File: config.mk
export PLATFORM = sky130hd
export DESIGN_NAME = mcc_master_clock_controller
export DESIGN_NICKNAME = d
export VERILOG_FILES = /design/src/shared/mcc_pkg.sv /design/src/verilog/mcc_master_clock_controller.sv
export SDC_FILE = /design/constraint.sdc
export NUM_CORES = 1
export LEC_CHECK = 0
export CAP_MARGIN = 25
export CORE_MARGIN = 4
export CORE_UTILIZATION = 40
export DETAILED_ROUTE_END_ITERATION = 7
export DONT_BUFFER_PORTS = 1
export GPL_ROUTABILITY_DRIVEN = 0
export PLACE_DENSITY = 0.53
export SYNTH_ARGS = -nofsm -noshare
export SYNTH_HDL_FRONTEND = slang
export SYNTH_SLANG_ARGS = --single-unit
File: constraint.sdc
create_clock -name pclk -period 1.9 [get_ports pclk]
set_input_delay 0.285 -clock pclk [delete_from_list [all_inputs] [get_ports pclk]]
set_output_delay 0.285 -clock pclk [all_outputs]
set_load 0.02 [all_outputs]
File: src/shared/mcc_pkg.sv
`default_nettype none
package mcc_pkg;

    // Register byte offsets
    localparam logic [7:0] OFS_PRESCALE  = 8'h00;
    localparam logic [7:0] OFS_SWITCH    = 8'h04;
    localparam logic [7:0] OFS_STATUS    = 8'h08;
    localparam logic [7:0] OFS_MONITOR   = 8'h0C;
    localparam logic [7:0] OFS_GATE_ONE  = 8'h10;
    localparam logic [7:0] OFS_GATE_TWO  = 8'h14;
    localparam logic [7:0] OFS_CORE_GATE = 8'h18;
    localparam logic [7:0] OFS_CLK_OUT   = 8'h1C;

    // Source encodings, one bit per oscillator
    localparam logic [3:0] SRC_INTERNAL_FAST_RC = 4'h1;
    localparam logic [3:0] SRC_EXTERNAL_FAST    = 4'h2;
    localparam logic [3:0] SRC_EXTERNAL_USER    = 4'h4;
    localparam logic [3:0] SRC_INTERNAL_SLOW_RC = 4'h8;
    localparam logic [3:0] SRC_EXTERNAL_MASK    = 4'h6;

    // Reset values
    localparam logic [2:0] RST_PRESCALE  = 3'h3;
    localparam logic [7:0] RST_GATE_ONE  = 8'hDB;
    localparam logic [7:0] RST_GATE_TWO  = 8'h0C;
    localparam logic [1:0] RST_CORE_GATE = 2'h3;

    // Writable gate bits, reserved bits read zero
    localparam logic [7:0] MASK_GATE_ONE = 8'hDB;
    localparam logic [7:0] MASK_GATE_TWO = 8'h0C;

    // Gate bit positions
    localparam int ADVANCED_TIMER_GATE_BIT = 7;
    localparam int PWM_TIMER_GATE_BIT      = 6;
    localparam int BASIC_TIMER_GATE_BIT    = 4;
    localparam int UART_GATE_BIT           = 3;
    localparam int SPI_GATE_BIT            = 1;
    localparam int I2C_GATE_BIT            = 0;
    localparam int CONVERTER_GATE_BIT      = 3;
    localparam int WAKEUP_GATE_BIT         = 2;

    // Status and control field positions
    localparam int STAT_BUSY_BIT = 8;
    localparam int STAT_FAIL_BIT = 9;
    localparam int MON_EN_BIT    = 0;
    localparam int MON_IRQ_BIT   = 1;

    // Failure timeout
    localparam int CLK_PERIOD_NS = 10;
    localparam int FAIL_TIME_NS  = 2000;
    localparam int FAIL_CYCLES   = FAIL_TIME_NS / CLK_PERIOD_NS;

    typedef struct packed {
        logic [7:0] one;
        logic [7:0] two;
    } mcc_pgate_t;

    typedef enum logic [1:0] {
        MCC_OUT_MASTER = 2'h0,
        MCC_OUT_CPU    = 2'h1,
        MCC_OUT_SLOW   = 2'h2,
        MCC_OUT_FAST   = 2'h3
    } mcc_outsel_t;

    typedef enum logic [1:0] {
        MCC_RUN    = 2'b01,
        MCC_SWITCH = 2'b10
    } mcc_state_t;

endpackage
`default_nettype wire

File: src/verilog/mcc_master_clock_controller.sv
// The APB slave port and the address map were chosen for this implementation.
`timescale 1ns/10ps
`default_nettype none
module mcc_master_clock_controller
#(
    parameter int FAIL_LIMIT = mcc_pkg::FAIL_CYCLES
)
(
    input  wire logic              pclk,
    input  wire logic              presetn,
    input  wire logic              psel,
    input  wire logic              penable,
    input  wire logic              pwrite,
    input  wire logic [7:0]        paddr,
    input  wire logic [31:0]       pwdata,
    output logic [31:0]            prdata,
    output logic                   pready,
    output logic                   pslverr,
    input  wire logic [3:0]        src_tick,
    input  wire logic [3:0]        src_ready,
    output logic                   master_clk_en,
    output logic                   core_clk_en,
    output logic                   mem_clk_en,
    output mcc_pkg::mcc_pgate_t    periph_clk_en,
    output logic                   clock_output_pin,
    output logic                   clock_fail_irq,
    output logic [3:0]             active_source
);
    import mcc_pkg::*;

    logic [2:0]  div_ff;
    logic [3:0]  active_ff;
    logic [3:0]  target_ff;
    mcc_state_t  state_ff;
    logic        mon_en_ff;
    logic        mon_irq_ff;
    logic        fail_flag_ff;
    mcc_pgate_t  gate_ff;
    logic [1:0]  core_gate_ff;
    logic        cco_en_ff;
    mcc_outsel_t cco_sel_ff;
    logic [6:0]  cnt_ff;
    logic [15:0] gap_ff;
    logic        master_ff;
    logic        cpu_ff;
    logic        core_ff;
    logic        mem_ff;
    mcc_pgate_t  periph_ff;
    logic        cco_ff;
    logic        irq_ff;
    logic        pready_ff;
    logic        pslverr_ff;
    logic [31:0] prdata_ff;

    logic        wr_take;
    logic        rd_set;
    logic        mapped;
    logic [31:0] nxt_rdata;
    logic [3:0]  watch;
    logic        fail_now;
    logic        old_tick;
    logic        new_ready;
    logic        sw_write;
    logic        master_tick;
    logic [6:0]  limit;
    logic        cpu_tick;
    logic        cco_src;

    // Bus access phases
    assign wr_take = psel & penable & pready_ff & pwrite;
    assign rd_set  = psel & penable & ~pready_ff;
    assign mapped  = (paddr[1:0] == 2'h0) && (paddr <= OFS_CLK_OUT);
    assign sw_write = wr_take && paddr == OFS_SWITCH &&
                      $onehot(pwdata[3:0]);

    // Read mux
    always_comb
    begin
        nxt_rdata = 32'h0000_0000;
        if (paddr == OFS_PRESCALE)
            nxt_rdata[2:0] = div_ff;
        else if (paddr == OFS_SWITCH)
            nxt_rdata[3:0] = target_ff;
        else if (paddr == OFS_STATUS)
        begin
            nxt_rdata[3:0] = active_ff;
            nxt_rdata[7:4] = src_ready;
            nxt_rdata[STAT_BUSY_BIT] = (state_ff == MCC_SWITCH);
            nxt_rdata[STAT_FAIL_BIT] = fail_flag_ff;
        end
        else if (paddr == OFS_MONITOR)
            nxt_rdata[1:0] = {mon_irq_ff, mon_en_ff};
        else if (paddr == OFS_GATE_ONE)
            nxt_rdata[7:0] = gate_ff.one;
        else if (paddr == OFS_GATE_TWO)
            nxt_rdata[7:0] = gate_ff.two;
        else if (paddr == OFS_CORE_GATE)
            nxt_rdata[1:0] = core_gate_ff;
        else if (paddr == OFS_CLK_OUT)
            nxt_rdata[2:0] = {cco_sel_ff, cco_en_ff};
    end

    // Bus slave, one wait state
    always_ff @(posedge pclk or negedge presetn)
    begin
        if (!presetn)
        begin
            pready_ff  <= 1'b0;
            pslverr_ff <= 1'b0;
            prdata_ff  <= 32'h0000_0000;
        end
        else
        begin
            pready_ff  <= rd_set;
            pslverr_ff <= rd_set & ~mapped;
            if (rd_set && !pwrite)
                prdata_ff <= nxt_rdata;
        end
    end

    // Failure monitor watches the external source in use or targeted
    assign watch = (active_ff | ((state_ff == MCC_SWITCH) ? target_ff
                   : 4'h0)) & SRC_EXTERNAL_MASK;
    assign fail_now = mon_en_ff && (|watch) &&
                      gap_ff >= 16'(FAIL_LIMIT);

    always_ff @(posedge pclk or negedge presetn)
    begin
        if (!presetn)
            gap_ff <= 16'h0000;
        else if (!(|watch) || (|(src_tick & watch)) || fail_now)
            gap_ff <= 16'h0000;
        else if (gap_ff != 16'hFFFF)
            gap_ff <= gap_ff + 16'h0001;
    end

    // Monitor enable is set-only until reset
    always_ff @(posedge pclk or negedge presetn)
    begin
        if (!presetn)
        begin
            mon_en_ff  <= 1'b0;
            mon_irq_ff <= 1'b0;
        end
        else if (wr_take && paddr == OFS_MONITOR)
        begin
            mon_en_ff  <= mon_en_ff | pwdata[MON_EN_BIT];
            mon_irq_ff <= pwdata[MON_IRQ_BIT];
        end
    end

    // Sticky failure flag, set wins over clear
    always_ff @(posedge pclk or negedge presetn)
    begin
        if (!presetn)
            fail_flag_ff <= 1'b0;
        else if (fail_now)
            fail_flag_ff <= 1'b1;
        else if (wr_take && paddr == OFS_STATUS &&
                 pwdata[STAT_FAIL_BIT])
            fail_flag_ff <= 1'b0;
    end

    // Source switch: old source kept until new one ready
    assign old_tick  = |(src_tick & active_ff);
    assign new_ready = |(src_ready & target_ff);

    always_ff @(posedge pclk or negedge presetn)
    begin
        if (!presetn)
        begin
            active_ff <= SRC_INTERNAL_FAST_RC;
            target_ff <= SRC_INTERNAL_FAST_RC;
            state_ff  <= MCC_RUN;
        end
        else if (fail_now)
        begin
            active_ff <= SRC_INTERNAL_FAST_RC;
            target_ff <= SRC_INTERNAL_FAST_RC;
            state_ff  <= MCC_RUN;
        end
        else if (sw_write)
        begin
            target_ff <= pwdata[3:0];
            state_ff  <= (pwdata[3:0] == active_ff) ? MCC_RUN : MCC_SWITCH;
        end
        else
        begin
            case (state_ff)
                MCC_RUN:
                    state_ff <= MCC_RUN;
                MCC_SWITCH:
                    if (new_ready && old_tick)
                    begin
                        active_ff <= target_ff;
                        state_ff  <= MCC_RUN;
                    end
                default:
                    state_ff <= MCC_RUN;
            endcase
        end
    end

    // Prescaler ratio, two to the power of the field
    always_ff @(posedge pclk or negedge presetn)
    begin
        if (!presetn)
            div_ff <= RST_PRESCALE;
        else if (fail_now)
            div_ff <= RST_PRESCALE;
        else if (wr_take && paddr == OFS_PRESCALE)
            div_ff <= pwdata[2:0];
    end

    assign master_tick = old_tick;
    assign limit       = ~(7'h7F << div_ff);
    assign cpu_tick    = master_tick && (cnt_ff >= limit);

    always_ff @(posedge pclk or negedge presetn)
    begin
        if (!presetn)
            cnt_ff <= 7'h00;
        else if (master_tick)
            cnt_ff <= (cnt_ff >= limit) ? 7'h00 : cnt_ff + 7'h01;
    end

    // Gate registers
    always_ff @(posedge pclk or negedge presetn)
    begin
        if (!presetn)
        begin
            gate_ff.one  <= RST_GATE_ONE;
            gate_ff.two  <= RST_GATE_TWO;
            core_gate_ff <= RST_CORE_GATE;
            cco_en_ff    <= 1'b0;
            cco_sel_ff   <= MCC_OUT_MASTER;
        end
        else if (wr_take)
        begin
            if (paddr == OFS_GATE_ONE)
                gate_ff.one <= pwdata[7:0] & MASK_GATE_ONE;
            else if (paddr == OFS_GATE_TWO)
                gate_ff.two <= pwdata[7:0] & MASK_GATE_TWO;
            else if (paddr == OFS_CORE_GATE)
                core_gate_ff <= pwdata[1:0];
            else if (paddr == OFS_CLK_OUT)
            begin
                cco_en_ff  <= pwdata[0];
                cco_sel_ff <= mcc_outsel_t'(pwdata[2:1]);
            end
        end
    end

    // Clock output source
    always_comb
    begin
        case (cco_sel_ff)
            MCC_OUT_MASTER: cco_src = master_tick;
            MCC_OUT_CPU:    cco_src = cpu_tick;
            MCC_OUT_SLOW:   cco_src = src_tick[3];
            default:        cco_src = src_tick[0];
        endcase
    end

    // Gated clock enables and pin
    always_ff @(posedge pclk or negedge presetn)
    begin
        if (!presetn)
        begin
            master_ff <= 1'b0;
            cpu_ff    <= 1'b0;
            core_ff   <= 1'b0;
            mem_ff    <= 1'b0;
            periph_ff <= '0;
            cco_ff    <= 1'b0;
            irq_ff    <= 1'b0;
        end
        else
        begin
            master_ff     <= master_tick;
            cpu_ff        <= cpu_tick;
            core_ff       <= cpu_tick & core_gate_ff[0];
            mem_ff        <= cpu_tick & core_gate_ff[1];
            periph_ff.one <= {8{cpu_tick}} & gate_ff.one;
            periph_ff.two <= {8{cpu_tick}} & gate_ff.two;
            if (!cco_en_ff)
                cco_ff <= 1'b0;
            else if (cco_src)
                cco_ff <= ~cco_ff;
            irq_ff <= fail_flag_ff & mon_irq_ff;
        end
    end

    assign prdata           = prdata_ff;
    assign pready           = pready_ff;
    assign pslverr          = pslverr_ff;
    assign master_clk_en    = master_ff;
    assign core_clk_en      = core_ff;
    assign mem_clk_en       = mem_ff;
    assign periph_clk_en    = periph_ff;
    assign clock_output_pin = cco_ff;
    assign clock_fail_irq   = irq_ff;
    assign active_source    = active_ff;
endmodule
`default_nettype wire

* Yosys cells after proc, flatten, opt, wreduce, memory -nomap -nowiden
Cells that the tools add are included.
** Operators by class
- Eq/ne operators :: 16
- Order comparisons :: 3
- $add $sub $neg :: 5
- Bitwise logic cells :: 22
- Muxes and demuxes :: 43
- Reduce and logical (&&, ||, !) cells :: 34
- Shift-type cells :: 1
** Operators by type and width (number)
- two-way mux 3 bit :: 13
- equality test 8 x 5 -> 1 bit (second input constant) :: 4
- two-way mux 16 bit :: 2
- two-way mux 4 bit :: 7
- adder 16 x 1 -> 16 bit (second input constant) :: 1
- equality test 8 x 4 -> 1 bit (second input constant) :: 2
- >= comparator 16 x 8 -> 1 bit (second input constant) :: 1
- two-way mux 2 bit :: 8
- two-way mux 8 bit :: 2
- != test 16 bit (second input constant) :: 1
- two-way mux 7 bit :: 2
- logical AND 1 bit :: 12
- two-way mux 6 bit :: 2
- nonzero test 2 bit :: 6
- OR reduction 4 bit :: 3
- bitwise AND 1 bit :: 8
- bitwise AND 4 bit :: 2
- bitwise AND 8 x 4 -> 8 bit :: 1
- bitwise AND 8 bit :: 1
- equality test 8 x 3 -> 1 bit (second input constant) :: 1
- <= comparator 8 x 5 -> 1 bit (second input constant) :: 1
- logical NOT 8 bit :: 1
- adder 7 x 1 -> 7 bit (second input constant) :: 1
- >= comparator 7 bit :: 1
- other kinds (25) :: 41
** Word-level totals
- Register bits after elaboration :: 85
- Output and inout bits :: 59
- Word-level logic and storage cells :: 148
- Bits of input ports :: 53

* Longest topological paths before layout
- Depth after elaboration :: 16
- Gate-level depth with buffers :: 10
- Mapped depth without buffers :: 10

* Worst setup path after synthesis
Ideal clock, no wire load.
- Kind :: input -> register
- Start point :: in pwdata[0]
- End point :: reg active_ff[2] (netlist: active_source[2])
- Data required time :: 1.816 ns
- Arrival time :: 2.144 ns
- Library setup time :: 0.084 ns
- Slack :: -0.328 ns
- Path buffers :: 0
- Cell stages on the path :: 10
- Path through :: inv_1 -> fa_1 -> inv_1 -> ha_1 -> ha_1 -> nor3b_1 -> nand4_1 -> nand3_1 -> nand3_1 -> o21ai_0
** On the way
- Word-level cells in the longest chain between the ends :: 6
** Ends and longest elaborated chain
- from (decl) :: RTL line mcc_master_clock_controller.sv:15 : input wire logic [31:0] pwdata,
- adder 1 x 1 -> 2 bit (not written as such) :: RTL line mcc_master_clock_controller.sv:74 : $onehot(pwdata[3:0]);
- adder 2 x 2 -> 3 bit (not written as such) :: RTL line mcc_master_clock_controller.sv:74
- equality test 3 x 1 -> 1 bit :: RTL line mcc_master_clock_controller.sv:74
- logical AND 1 bit :: RTL line mcc_master_clock_controller.sv:73 : assign sw_write = wr_take && paddr == OFS_SWITCH &&
- != test 2 bit (no source line)
- AND reduction 3 bit (no source line)
- to (signal assigned) :: RTL line mcc_master_clock_controller.sv:195 : active_ff <= target_ff;
- to (decl) :: RTL line mcc_master_clock_controller.sv:32 : logic [3:0] active_ff;
No other way between the ends.
A chain may end at the register's enable or synchronous reset.

* Final worst setup path
- Start point :: reg div_ff[1]
- End point :: reg cco_ff (netlist: clock_output_pin)
** On the way
- Word-level cells in the longest chain between the ends :: 6
** Ends and longest elaborated chain
- from (decl) :: RTL line mcc_master_clock_controller.sv:31 : logic [2:0] div_ff;
- from (signal assigned) :: RTL line mcc_master_clock_controller.sv:212 : div_ff <= pwdata[2:0];
- left shift 7 x 3 -> 7 bit :: RTL line mcc_master_clock_controller.sv:216 : assign limit = ~(7'h7F << div_ff);
- NOT 7 bit :: RTL line mcc_master_clock_controller.sv:216
- >= comparator 7 bit :: RTL line mcc_master_clock_controller.sv:217 : assign cpu_tick = master_tick && (cnt_ff >= limit);
- logical AND 1 bit :: RTL line mcc_master_clock_controller.sv:217
- one-hot mux 1 bit (3 select lines) :: RTL line mcc_master_clock_controller.sv:257 : case (cco_sel_ff)
- != test 2 x 1 -> 1 bit (no source line)
- to (signal assigned) :: RTL line mcc_master_clock_controller.sv:289 : cco_ff <= ~cco_ff;
- to (decl) :: RTL line mcc_master_clock_controller.sv:49 : logic cco_ff;
No other way between the ends.

==> impl_metrics.env <==
export IMPL_placed_cell_area_um2=4740
export IMPL_via_per_inst=5.43
export IMPL_yosysTopAreaCell="dfrtp_1"
export IMPL_finalCritPeriodShare=1.07
export IMPL_grt_use_total=0.182
export IMPL_synthArstFlopShare=1.00
export IMPL_place_ws_ns=-0.378
export IMPL_clk_pin_slew_ns=0.08
export IMPL_coreArea_um2=10400
export IMPL_drv_cap=0
export IMPL_ant_nets=0
export IMPL_drv_slew=0
export IMPL_p_comb_frac=0.183
export IMPL_yosysTopAreaCellShare=0.364
export IMPL_rr_worst_depth=7
export IMPL_reg2reg_setup_slack_ns=-0.14
export IMPL_grt_pass1_vias=3339
export IMPL_clock_latency_ns=0.35
export IMPL_ff_latch_area_um2=1950
export IMPL_io_pin_count=112
export IMPL_synth_most_common_cell="dfrtp_1"
export IMPL_cts_tree="built"
export IMPL_p_leak_nw=2.39
export IMPL_drt_met1_wl_mm=5.35
export IMPL_layout_min_cycle_time_ns=2.04
export IMPL_start_util=0.411
export IMPL_whs_ns=-0.378
export IMPL_wl_met2_mm=5.00
export IMPL_drt_iter0_markers=294
export IMPL_crit_start="div_ff[1]"
export IMPL_setup_viol=17
export IMPL_area_growth_syn_to_layout_pct=23.7
export IMPL_die_h_um=111
export IMPL_htreeDepth=3
export IMPL_irDropWorstVdd_mv=0.550
export IMPL_max_clock_freq_ghz=0.491
export IMPL_r2r_end="clock_output_pin"
export IMPL_drt_total_wl_mm=11.5
export IMPL_slowest_delay_ns=0.61
export IMPL_reg2reg_from="div_ff[1]"
export IMPL_path_cells="nand2_2 -> ha_4 -> a21o_1 -> a221oi_4 -> o21ai_4 -> o221ai_2 -> mux2i_1"
export IMPL_hold_violations=77
export IMPL_synthTopCellsByArea="dfrtp_1 (36%), dfstp_2 (9.2%), buf_4 (5.3%)"
export IMPL_synthCells=437
export IMPL_clk_path_buf_depth=2
export IMPL_fin_ws_ns=-0.138
export IMPL_end_kind="flip-flop"
export IMPL_worstSetupPathType="reg2reg"
export IMPL_rsz0062_at_grt="true"
export IMPL_wl_met3_mm=1.00
export IMPL_dieArea_um2=12400
export IMPL_rows=37
export IMPL_violations="hold timing, setup timing"
export IMPL_cp_start_kind="flip-flop"
export IMPL_grt_overflow=0
export IMPL_fill_cells=964
export IMPL_numCtsBuffers=9
export IMPL_vias=3457
export IMPL_synth_edf_count=0
export IMPL_detailed_place_hpwl_mm=8.50
export IMPL_num_antenna_cells=0
export IMPL_p_sw_frac=0.264
export IMPL_antenna_found_initial=0
export IMPL_synth_seq_cells=77
export IMPL_synth_cell_type_count=54
export IMPL_synth_seq_area_share=0.456
export IMPL_yosys_warnings=0
export IMPL_critPathRequiredTime_ns=2.18
export IMPL_first_pass_iters=4
export IMPL_skew_ns=0.00901
export IMPL_grt_max_degree=78
export IMPL_p_int_w=0.00314
export IMPL_critPathSlowestCell="dfstp_2"
export IMPL_grt_pass1_wl_mm=17.9
export IMPL_port_buffer_count=0
export IMPL_cts_root_buf="clkbuf_8"
export IMPL_multi_input_area_um2=2330
export IMPL_drive_above_1_share=0.299
export IMPL_min_path_type="in2async"
export IMPL_final_nets=562
export IMPL_die_width_um=111
export IMPL_p_sw_w=0.00113
export IMPL_fin_area_um2=5280
export IMPL_wl_per_cell_um=18.1
export IMPL_synthFlopType="dfrtp_1"
export IMPL_status="finished, violations left"
export IMPL_netlist_area_um2=4270
export IMPL_cts_sinks=77
export IMPL_p_per_area_nw_per_um2=810
export IMPL_path_max_fanout=6
export IMPL_p_clk_frac=0.387
export IMPL_worstPathArrival_ns=2.32
export IMPL_highest_layer="met4"
export IMPL_syn_area_per_cell_um2=9.76
export IMPL_power_frac_seq=0.431
export IMPL_synthTopCellsByCount="dfrtp_1 (62), nor2_1 (41), nand2_1 (36)"
export IMPL_drc=0
-- power by group through the flow --
| stage | clock [W] | combinational [W] | sequential, W |
|---|---|---|---|
| finish | 0.00165 | 0.000780 | 0.00184 |
| global route | 0.00178 | 0.000856 | 0.00185 |
| CTS | 0.00168 | 0.000727 | 0.00184 |
| detailed placement | 0 | 0.000552 | 0.00187 |
| global placement | 0 | 0.000535 | 0.00187 |
| floorplan | 0 | 0.000450 | 0.00185 |
-- metal layers --
| layer | up-vias | track usage |
|---|---|---|
| li1 | 1640 | - |
| met5 | - | 0 |
| met1 | 1676 | 0.263 |
| met4 | 0 | 0.0511 |
| met3 | 14 | 0.0459 |
| met2 | 127 | 0.271 |
-- critical path, delay by kind of cell (launching register included) --
family,cells,cell delay [ns]
compound gates,4,0.86
flops,1,0.61
fa+ha+maj,1,0.22
mux,1,0.20
simple gates,1,0.09
-- logic make-up after synthesis --
family | share of synthesized area
adder cells (fa/ha/maj) | 0.0399
AND/OR/NAND/NOR | 0.217
flip-flops | 0.456
multiplexers | 0.0551
XOR/XNOR | 0.0329
buffers and inverters | 0.0816
other | 0.000879
AO/OA/AOI/OAI | 0.117
-- metrics by stage --
stage	util	total power, W	instances	TNS, ns
floorplan	-	0.00230	466	-1.04
global placement	0.457	0.00240	611	-4.10
detailed placement	0.457	0.00242	611	-5.84
CTS	0.494	0.00425	633	-2.23
global route	0.509	0.00449	637	-3.55
finish	0.509	0.00427	637	-1.94
-- how the worst max path moves through the flow --
stage,end,depth (start not counted)
finish,clock_output_pin,7
global route,clock_output_pin,8
CTS,clock_output_pin,7
detailed placement,active_source[0],10
global placement,active_source[0],10
floorplan,active_source[2],10
-- cells in the final DEF, fill, tap and decap left out, drive strengths merged, types with 9 or more instances in the layout --
| cell | synthesis | layout |
|---|---|---|
| nand3 | 21 | 21 |
| dfstp | 15 | 15 |
| dfrtp | 62 | 62 |
| nor2 | 41 | 41 |
| inv | 14 | 14 |
| buf | 34 | 61 |
| conb | 1 | 30 |
| a21o | 10 | 10 |
| nor4 | 9 | 9 |
| and3 | 15 | 15 |
| mux2 | 12 | 12 |
| clkbuf | 10 | 12 |
| mux2i | 10 | 10 |
| o21ai | 17 | 18 |
| nor3 | 20 | 20 |
| a21oi | 16 | 16 |
| nand2 | 36 | 36 |
| ha | 12 | 12 |
| nand4 | 11 | 11 |
-- registers in the layout, indices dropped and copies added (netlist names), 2 cells and up --
signal         count
gap_ff            16
prdata            10
gate_ff            8
periph_clk_en      8
cnt_ff             7
active_source      4
target_ff          4
div_ff             3
cco_sel_ff         2
core_gate_ff       2
state_ff           2
-- area by class of cell --
class / instances / area share
Clock inverter: 4 / 0.0228
Clock buffer: 12 / 0.0275
Multi-Input combinational cell: 333 / 0.442
Sequential cell: 77 / 0.369
Tap cell: 136 / 0.0323
Inverter: 14 / 0.0128
Timing Repair Buffer: 61 / 0.0937
-- timing repair --
| action | CTS | global route |
|---|---|---|
| cloned | 1 | 1 |
| setup buffers | 5 | 3 |
| endpoints found under the setup margin | 29 | 36 |
| resized for setup | 14 | 28 |
| endpoints found under the hold margin | 77 | 77 |
| pin swaps | 11 | 20 |
Note: power is estimated with default switching activity, not from simulation.
